$ cat src/rtl/pll_select_regs.vh
// register map, field layouts and reset values of the frequency-select control block
// Behaviour
// - select bits zero and one are captured from serial pins at start-up, then held.
// - by default, shutdown low tristates all clock outputs and stops active circuitry.
// - in output-enable-only mode, shutdown low only tristates outputs.
// - third select input is index bit two, or optionally the suspend control.
// - select index switches first PLL setting and output A and B dividers.
// - eight-entry frequency table indexed by live bit two and two latched bits.
// - outputs A and B share one control choosing divider register 0 or 1.
// - divider changes caused by select inputs take effect without output glitches.
// - each PLL output is reference divided by 8-bit Q times 11-bit P.
// - first PLL feeds cross-point and a /2, /3, /4 post-divider to output E.
// - first PLL frequency changes by programming or by the select inputs.
// - second and third PLLs feed only the cross-point, set by programming.
// - six-bit crystal load field, 0.375pF steps, 6 pF to 30 pF.
// - crystal inverter drive strength is selectable by programming.
// - load capacitors may be bypassed for a driven reference up to 166 MHz.
// - buffered-reference output carries a buffered copy of the reference.
// - select inputs determine the divider-select bit for outputs A and B.
// - suspend low shuts down a programmed set of outputs and PLLs, tristated.
`ifndef PLL_SELECT_REGS_VH
`define PLL_SELECT_REGS_VH

`define ADDR_CTRL        12'h000
`define ADDR_STATUS      12'h004
`define ADDR_OSC         12'h008
`define ADDR_OUTPUT_CLOCK_E        12'h00C
`define ADDR_SECOND_PLL        12'h010
`define ADDR_THIRD_PLL        12'h014
`define ADDR_SUSP        12'h018
`define ADDR_DIVC        12'h01C
`define ADDR_DIVD        12'h020
`define ADDR_TABLE_BASE  12'h040
`define ADDR_DIVA_BASE   12'h080
`define ADDR_DIVB_BASE   12'h088
`define ADDR_TABLE_MASK  12'hFE0
`define ADDR_DIV_MASK    12'hFF8

// control register fields
`define CTRL_OE_ONLY     0
`define CTRL_SUSP_MODE   1
`define CTRL_FIRST_PLL_EN     2
`define CTRL_SECOND_PLL_EN     3
`define CTRL_THIRD_PLL_EN     4
`define CTRL_RESET       32'h0000_001C

// oscillator register fields
`define OSC_CAP_LSB      0
`define OSC_CAP_MSB      5
`define OSC_DRV_LSB      8
`define OSC_DRV_MSB      9
`define OSC_BYPASS       12
`define OSC_RESET        32'h0000_0120

// frequency table entry: q[7:0], p[18:8], divider select [20]
`define TAB_Q_LSB        0
`define TAB_Q_MSB        7
`define TAB_P_LSB        8
`define TAB_P_MSB        18
`define TAB_DSEL         20
`define TAB_RESET        32'h0000_2001

// suspend mask: outputs a..e [4:0], buffered ref [5], plls 1..3 [10:8]
`define SUSP_PLL_LSB     8
`define SUSP_RESET       32'h0000_0000

`define DIV_RESET        7'h01
`define OUTPUT_CLOCK_E_RESET       2'h2
`define OUTPUT_CLOCK_E_OFF         2'h0
`define OUTPUT_CLOCK_E_DIV4        2'h1
`define OUTPUT_CLOCK_E_DIV2        2'h2
`define OUTPUT_CLOCK_E_DIV3        2'h3

`endif

$ cat src/rtl/pll_frequency_select_control.v
// control logic of a three-PLL clock generator with APB register access
//
// Design decisions made here: the register offsets and the APB slave port.
`timescale 1ns/1ps
`include "pll_select_regs.vh"

module pll_frequency_select_control (
    input  wire        pclk,
    input  wire        presetn,
    input  wire        psel,
    input  wire        penable,
    input  wire        pwrite,
    input  wire [11:0] paddr,
    input  wire [31:0] pwdata,
    output wire        pready,
    output reg  [31:0] prdata,
    output wire        pslverr,
    input  wire        serial_port_data_pin,
    input  wire        serial_port_clock_pin,
    input  wire        select_bit_two,
    input  wire        shutdown_oe_n,
    output reg  [7:0]  first_pll_q,
    output reg  [10:0] first_pll_p,
    output reg  [7:0]  second_pll_q,
    output reg  [10:0] second_pll_p,
    output reg  [7:0]  third_pll_q,
    output reg  [10:0] third_pll_p,
    output reg  [2:0]  pll_enable,
    output reg  [6:0]  output_a_divider,
    output reg  [6:0]  output_b_divider,
    output reg  [6:0]  output_c_divider,
    output reg  [6:0]  output_d_divider,
    output reg  [1:0]  output_e_post_divider,
    output reg  [5:0]  crystal_load_cap,
    output reg  [1:0]  crystal_drive,
    output reg         load_cap_bypass,
    output reg         oscillator_enable,
    output reg         buffered_ref_enable,
    output reg  [4:0]  output_enable,
    output reg         divider_register_select
);

    reg  [31:0] ctrl;
    reg  [31:0] osc;
    reg  [31:0] susp;
    reg  [1:0]  output_clock_e_div;
    reg  [18:0] second_pll_cfg;
    reg  [18:0] third_pll_cfg;
    reg  [6:0]  div_c;
    reg  [6:0]  div_d;
    reg  [31:0] freq_table [0:7];
    reg  [6:0]  div_a [0:1];
    reg  [6:0]  div_b [0:1];

    // pin synchronisers
    reg  [1:0]  s0_sync;
    reg  [1:0]  s1_sync;
    reg  [1:0]  s2_sync;
    reg  [1:0]  sd_sync;
    reg  [1:0]  strap_wait;
    reg         strap_done;
    reg         select_bit_zero;
    reg         select_bit_one;

    wire        wr_en;
    wire        rd_en;
    wire [2:0]  freq_index;
    wire [31:0] entry;
    wire        suspended;
    wire        shut;
    wire        chip_down;
    wire        table_hit;
    wire        diva_hit;
    wire        divb_hit;
    wire [4:0]  next_output_enable;
    wire [2:0]  next_pll_enable;

    assign pready  = 1'b1;
    assign pslverr = 1'b0;
    assign wr_en   = psel & penable & pwrite;
    assign rd_en   = psel & ~penable & ~pwrite;

    // address windows of the indexed register groups
    assign table_hit = (paddr & `ADDR_TABLE_MASK) == `ADDR_TABLE_BASE;
    assign diva_hit  = (paddr & `ADDR_DIV_MASK) == `ADDR_DIVA_BASE;
    assign divb_hit  = (paddr & `ADDR_DIV_MASK) == `ADDR_DIVB_BASE;

    always @(posedge pclk or negedge presetn) begin
        if (!presetn) begin
            s0_sync <= 2'h0;
            s1_sync <= 2'h0;
            s2_sync <= 2'h0;
            sd_sync <= 2'h0;
        end else begin
            s0_sync <= {s0_sync[0], serial_port_data_pin};
            s1_sync <= {s1_sync[0], serial_port_clock_pin};
            s2_sync <= {s2_sync[0], select_bit_two};
            sd_sync <= {sd_sync[0], shutdown_oe_n};
        end
    end

    // strap capture once, on the third edge after reset release, when the
    // synchroniser has flushed its reset value and shows the real pin level
    always @(posedge pclk or negedge presetn) begin
        if (!presetn) begin
            strap_wait      <= 2'h0;
            strap_done      <= 1'b0;
            select_bit_zero <= 1'b0;
            select_bit_one  <= 1'b0;
        end else begin
            strap_wait <= {strap_wait[0], 1'b1};
            if (strap_wait[1] && !strap_done) begin
                strap_done      <= 1'b1;
                select_bit_zero <= s0_sync[1];
                select_bit_one  <= s1_sync[1];
            end
        end
    end

    // bit two is an index bit only when not used for suspend
    assign freq_index = {(ctrl[`CTRL_SUSP_MODE] ? 1'b0 : s2_sync[1]),
                         select_bit_one, select_bit_zero};
    assign entry      = freq_table[freq_index];
    assign suspended  = ctrl[`CTRL_SUSP_MODE] & ~s2_sync[1];
    assign shut       = ~sd_sync[1];
    assign chip_down  = shut & ~ctrl[`CTRL_OE_ONLY];

    // register writes
    integer i;
    always @(posedge pclk or negedge presetn) begin
        if (!presetn) begin
            ctrl     <= `CTRL_RESET;
            osc      <= `OSC_RESET;
            susp     <= `SUSP_RESET;
            output_clock_e_div <= `OUTPUT_CLOCK_E_RESET;
            second_pll_cfg <= 19'h0_2001;
            third_pll_cfg <= 19'h0_2001;
            div_c    <= `DIV_RESET;
            div_d    <= `DIV_RESET;
            for (i = 0; i < 8; i = i + 1) begin
                freq_table[i] <= `TAB_RESET;
            end
            for (i = 0; i < 2; i = i + 1) begin
                div_a[i] <= `DIV_RESET;
                div_b[i] <= `DIV_RESET;
            end
        end else if (wr_en) begin
            case (paddr)
                `ADDR_CTRL: ctrl     <= pwdata & 32'h0000_001F;
                `ADDR_OSC:  osc      <= pwdata & 32'h0000_133F;
                `ADDR_OUTPUT_CLOCK_E: output_clock_e_div <= pwdata[1:0];
                `ADDR_SECOND_PLL: second_pll_cfg <= pwdata[18:0];
                `ADDR_THIRD_PLL: third_pll_cfg <= pwdata[18:0];
                `ADDR_SUSP: susp     <= pwdata & 32'h0000_073F;
                `ADDR_DIVC: div_c    <= pwdata[6:0];
                `ADDR_DIVD: div_d    <= pwdata[6:0];
                default: begin
                    if (table_hit) begin
                        freq_table[paddr[4:2]] <= pwdata & 32'h0017_FFFF;
                    end else if (diva_hit) begin
                        div_a[paddr[2]] <= pwdata[6:0];
                    end else if (divb_hit) begin
                        div_b[paddr[2]] <= pwdata[6:0];
                    end
                end
            endcase
        end
    end

    // read data registered in the setup cycle, valid through the access phase
    always @(posedge pclk or negedge presetn) begin
        if (!presetn) begin
            prdata <= 32'h0000_0000;
        end else if (rd_en) begin
            case (paddr)
                `ADDR_CTRL:   prdata <= ctrl;
                `ADDR_STATUS: prdata <= {25'h0, divider_register_select, freq_index,
                                         s2_sync[1], sd_sync[1], strap_done};
                `ADDR_OSC:    prdata <= osc;
                `ADDR_OUTPUT_CLOCK_E:   prdata <= {30'h0, output_clock_e_div};
                `ADDR_SECOND_PLL:   prdata <= {13'h0, second_pll_cfg};
                `ADDR_THIRD_PLL:   prdata <= {13'h0, third_pll_cfg};
                `ADDR_SUSP:   prdata <= susp;
                `ADDR_DIVC:   prdata <= {25'h0, div_c};
                `ADDR_DIVD:   prdata <= {25'h0, div_d};
                default: begin
                    if (table_hit) begin
                        prdata <= freq_table[paddr[4:2]];
                    end else if (diva_hit) begin
                        prdata <= {25'h0, div_a[paddr[2]]};
                    end else if (divb_hit) begin
                        prdata <= {25'h0, div_b[paddr[2]]};
                    end else begin
                        prdata <= 32'h0000_0000;
                    end
                end
            endcase
        end
    end

    // power gating: shutdown drops every output, and in full mode the plls too;
    // suspend gates only the programmed set of outputs and plls
    genvar k;
    generate
        for (k = 0; k < 5; k = k + 1) begin : g_output_gate
            assign next_output_enable[k] = ~shut & ~(suspended & susp[k]);
        end
        for (k = 0; k < 3; k = k + 1) begin : g_pll_gate
            assign next_pll_enable[k] = ~chip_down & ctrl[`CTRL_FIRST_PLL_EN + k] &
                                        ~(suspended & susp[`SUSP_PLL_LSB + k]);
        end
    endgenerate

    // pll divider words; the first pll follows the selected table entry
    always @(posedge pclk or negedge presetn) begin
        if (!presetn) begin
            first_pll_q  <= 8'h01;
            first_pll_p  <= 11'h020;
            second_pll_q <= 8'h01;
            second_pll_p <= 11'h020;
            third_pll_q  <= 8'h01;
            third_pll_p  <= 11'h020;
        end else begin
            first_pll_q  <= entry[`TAB_Q_MSB:`TAB_Q_LSB];
            first_pll_p  <= entry[`TAB_P_MSB:`TAB_P_LSB];
            second_pll_q <= second_pll_cfg[7:0];
            second_pll_p <= second_pll_cfg[18:8];
            third_pll_q  <= third_pll_cfg[7:0];
            third_pll_p  <= third_pll_cfg[18:8];
        end
    end

    // divider words are presented as whole registered words; the analogue
    // divider reloads only at its own terminal count, so no partial value glitches
    always @(posedge pclk or negedge presetn) begin
        if (!presetn) begin
            output_a_divider        <= 7'h00;
            output_b_divider        <= 7'h00;
            output_c_divider        <= 7'h00;
            output_d_divider        <= 7'h00;
            output_e_post_divider   <= `OUTPUT_CLOCK_E_OFF;
            divider_register_select <= 1'b0;
        end else begin
            divider_register_select <= entry[`TAB_DSEL];
            output_a_divider <= div_a[entry[`TAB_DSEL]];
            output_b_divider <= div_b[entry[`TAB_DSEL]];
            output_c_divider <= div_c;
            output_d_divider <= div_d;
            output_e_post_divider <= output_clock_e_div;
        end
    end

    // crystal oscillator settings
    always @(posedge pclk or negedge presetn) begin
        if (!presetn) begin
            crystal_load_cap <= 6'h00;
            crystal_drive    <= 2'h0;
            load_cap_bypass  <= 1'b0;
        end else begin
            crystal_load_cap <= osc[`OSC_CAP_MSB:`OSC_CAP_LSB];
            crystal_drive    <= osc[`OSC_DRV_MSB:`OSC_DRV_LSB];
            load_cap_bypass  <= osc[`OSC_BYPASS];
        end
    end

    // registered power controls
    always @(posedge pclk or negedge presetn) begin
        if (!presetn) begin
            pll_enable          <= 3'h0;
            oscillator_enable   <= 1'b0;
            buffered_ref_enable <= 1'b0;
            output_enable       <= 5'h00;
        end else begin
            pll_enable          <= next_pll_enable;
            oscillator_enable   <= ~chip_down;
            buffered_ref_enable <= ~shut & ~(suspended & susp[5]);
            output_enable       <= next_output_enable;
        end
    end

endmodule // pll_frequency_select_control

$ cat config.mk
export PLATFORM = sky130hd
export DESIGN_NAME = pll_frequency_select_control
export DESIGN_NICKNAME = d
export VERILOG_FILES = /design/src/rtl/pll_frequency_select_control.v
export VERILOG_INCLUDE_DIRS = /design/src /design/src/rtl
export SDC_FILE = /design/constraint.sdc
export NUM_CORES = 1
export LEC_CHECK = 0
export BUFFER_PORTS_ARGS = -buffer_cell sky130_fd_sc_hd__buf_2
export CORE_MARGIN = 2
export CORE_UTILIZATION = 55
export CTS_CLUSTER_SIZE = 16
export DETAILED_ROUTE_END_ITERATION = 8
export PLACE_DENSITY = 0.71
export SYNTH_ARGS = -nofsm -noshare
export SYNTH_HDL_FRONTEND = slang
export SYNTH_SLANG_ARGS = --single-unit
$ cat constraint.sdc
create_clock -name pclk -period 4.05 [get_ports pclk]
set_input_delay 0.2025 -clock pclk [delete_from_list [all_inputs] [get_ports pclk]]
set_output_delay 0.2025 -clock pclk [all_outputs]
set_load 0.02 [all_outputs]
==> results.toml <==
[synth]
synth_cells = 1143
synth_edf_count = 0
syn_area_mm2 = 0.01778
netlist_top_cells_area = "dfrtp_1, mux2_2, mux4_2, dfstp_2, mux2i_1"
synthTopCellsByCount = "dfrtp_1, mux2_2, mux4_2"
yosysTopAreaCell = "dfrtp_1"
synth-seq-area-share = 0.5727
yosysMostFrequentCell = "dfrtp_1"
synth_area_per_cell_um2 = 15.55
ys.flop_type = "dfrtp_1"
yosys.area.top_type_share = 0.5166
ys_ff_latch = 405
synth_cell_type_count = 63
ys_async_sr_fraction = 1.000
yosysWarnings = 0

[pwr]
pwr_density_cell_mw_per_mm2 = 415.4
p_leak_nw = 10.01
seq_power_share = 0.490
pwr-share-clk = 0.450
p_int_mw = 6.536
comb_power_share = 0.060
power.switching_mw = 1.950
sw_frac_of_total = 0.2298
peakVddDrop_uv = 315.5

[sta]
fin_crit_sh = 0.6025
rsz0062_at_grt = "false"
slew-limit-headroom = 0.3432
hold_viol_final = 0
fmax_mhz = 409.8
tightest_slew_ns = 0.9852
setup_viol = 0
finalCriticalPeriod_ns = 2.440
drv_slew = 0
clock_skew_ns = 0.01509
setup_tns_ns = 0

[placed_design]
gp_congestion = 0.9016
hpwl_mm = 27.78
portBuffers = 167
dp_cells = 1652

[run_status]
status = "completed"

[layout]
fillers = 2299
area.growth.synth_to_final_pct = 14.91
nets = 1353
drive_gt1_frac = 0.5405
utilization = 0.6441
finalNonFillerCells = 1737

[detailed_routing]
wl_mm = 43.23
num_vias = 10790
drc = 0
dr.pass1.iters = 7
detail_route.iter0.violations = 889
drt-wirelength-per-cell_um = 24.89
antenna_left = 0
routed_via_density = 6.210

[die]
die-area_mm2 = 0.03378
start_util = 0.5605
core_mm2 = 0.03172
die_x_um = 183.8
fp-row-count = 65
die_h_um = 183.8
ioPinCount = 194

[setup_path]
slowest_delay_ns = 0.73
crit_chain = "buf_2 > buf_4 > nand2b_1 > nor4_4 > buf_4 > nand2_2 > buf_4 > mux2_2"
cp_max_fo = 33
slowest_stage = "buf_2"
crit_buf_inv = 4
crit_required_ns = 4.46
crit_type = "in -> reg"
crit_path_end_kind = "register"
crit_family = "buffers and inverters"
crit_top_cell = "buf_4"
worstPathArrival_ns = 2.85
cp-start-kind = "primary input"

[cts]
numCtsBuffers = 43
clkSinkCount = 405
cts_setup_buffers = 0
cts_htree_levels = 2
cts_max_path_buffers = 3
cts_hold_buf = 5
root_buffer = "clkbuf_16"
cts_tree = "done"
clkTransAtPathRegs_ns = 0.06
clkLatencyLatePin_ns = 0.53
ctsResizeCount = 0

[grt]
overflow = 0
grt-busiest-layer = "met2"
met1_usage = 0.3872
antenna_found_initial = 3
grt_pass1_wl_mm = 66.27
first_global_vias = 11090
grtUsageTotal = 0.2609
use_met2 = 0.4026
grt.met3_usage = 0.04477
grt_max_degree = 104

[hold_path]
min_path_type = "in -> reg"

[run]
drv_cap = 0
==> power groups by stage <==
| stage | clock [mW] | combinational (mW) | sequential [mW] |
|---|---|---|---|
| after floorplan | 0 | 0.266 | 4.24 |
| after global placement | 0 | 0.503 | 4.23 |
| after detailed placement | 0 | 0.509 | 4.23 |
| after CTS | 3.87 | 0.513 | 4.16 |
| after global routing | 4.06 | 0.551 | 4.16 |
| final | 3.82 | 0.509 | 4.16 |
==> worst register-to-register path, cell delays in order (launching register included) <==
cell	delay (ns)
dfrtp_2	0.81
buf_4	0.57
mux4_2	0.61
mux2_2	0.32
==> final timing paths <==
| path | startpoint | end | slack [ns] | depth (start not counted) |
|---|---|---|---|---|
| min in group asynchronous | presetn | third_pll_cfg[1] | 0.32 | 2 |
| hold / removal | pwdata[20] | freq_table[244] | 0.03 | 2 |
| max in group asynchronous | presetn | second_pll_p[5] | 2.68 | 3 |
| setup reg to reg | select_bit_zero | first_pll_p[4] | 1.62 | 3 |
| hold reg to reg | strap_wait[0] | strap_wait[1] | 0.35 | 0 |
| setup / recovery | paddr[3] | third_pll_cfg[6] | 1.61 | 8 |
==> per-stage QoR <==
step | hold WS [ns] | instance area, um^2 | worst slack, ns | total power [mW]
finish | 0.02762 | 20430 | 1.610 | 8.486
global route | 0.02795 | 20430 | 1.474 | 8.769
CTS | 0.01523 | 20430 | 1.572 | 8.545
detailed placement | 0.2993 | 18990 | 1.070 | 4.737
global placement | 0.2971 | 18990 | 1.108 | 4.730
floorplan | -0.09309 | 17830 | 1.898 | 4.504
==> cell families (layout without fill, tap and decap cells) <==
| family | Yosys count | in the layout | synth area share |
|---|---|---|---|
| flops | 405 | 405 | 0.5727 |
| compound gates | 91 | 91 | 0.03603 |
| mux | 423 | 423 | 0.3238 |
| simple gates | 114 | 114 | 0.03828 |
| buf+inv | 108 | 286 | 0.02871 |
| other cells | 2 | 16 | 0.0004224 |
==> per-layer routing <==
metal  routed length, um  vias to the layer above
met4                 901                        4
met2               20040                      409
met1               19310                     5730
li1                    -                     4569
met5                  26                        -
met3                2957                       75
==> state kept, by name, indices dropped and copies added, names as in the netlist, 14 cells and up <==
register / flops
freq_table: 160
prdata: 20
second_pll_cfg: 19
third_pll_cfg: 19
div_a: 14
div_b: 14
==> final cells by class <==
cell class,count,area (um^2),area share
Antenna cell,1,2.502,0.0001225
Clock buffer,68,1303,0.06376
Clock inverter,11,87.58,0.004287
Inverter,2,7.507,0.0003675
Multi-Input combinational cell,643,7171,0.3510
Sequential cell,405,10180,0.4985
Tap cell,402,503.0,0.02462
Timing Repair Buffer,205,1171,0.05733
==> layout by cell type (no fill, tap or decap), drive strengths merged, types with 3 or more instances in the layout <==
| master | instances |
|---|---|
| a211oi | 3 |
| a21boi | 6 |
| a21oi | 11 |
| a221oi | 10 |
| a31oi | 9 |
| a32oi | 4 |
| and3 | 8 |
| buf | 200 |
| clkbuf | 68 |
| clkinv | 7 |
| clkinvlp | 3 |
| conb | 15 |
| dfrtp | 367 |
| dfstp | 38 |
| dlygate4sd3 | 5 |
| mux2 | 307 |
| mux2i | 28 |
| mux4 | 88 |
| nand2 | 24 |
| nand2b | 4 |
| nand3 | 8 |
| nand4 | 12 |
| nor2 | 15 |
| nor2b | 7 |
| nor3 | 14 |
| nor4 | 5 |
| o211ai | 4 |
| o21a | 8 |
| o21ai | 17 |
| or2 | 3 |
| or4 | 3 |
(Power assumes the default switching activity.)
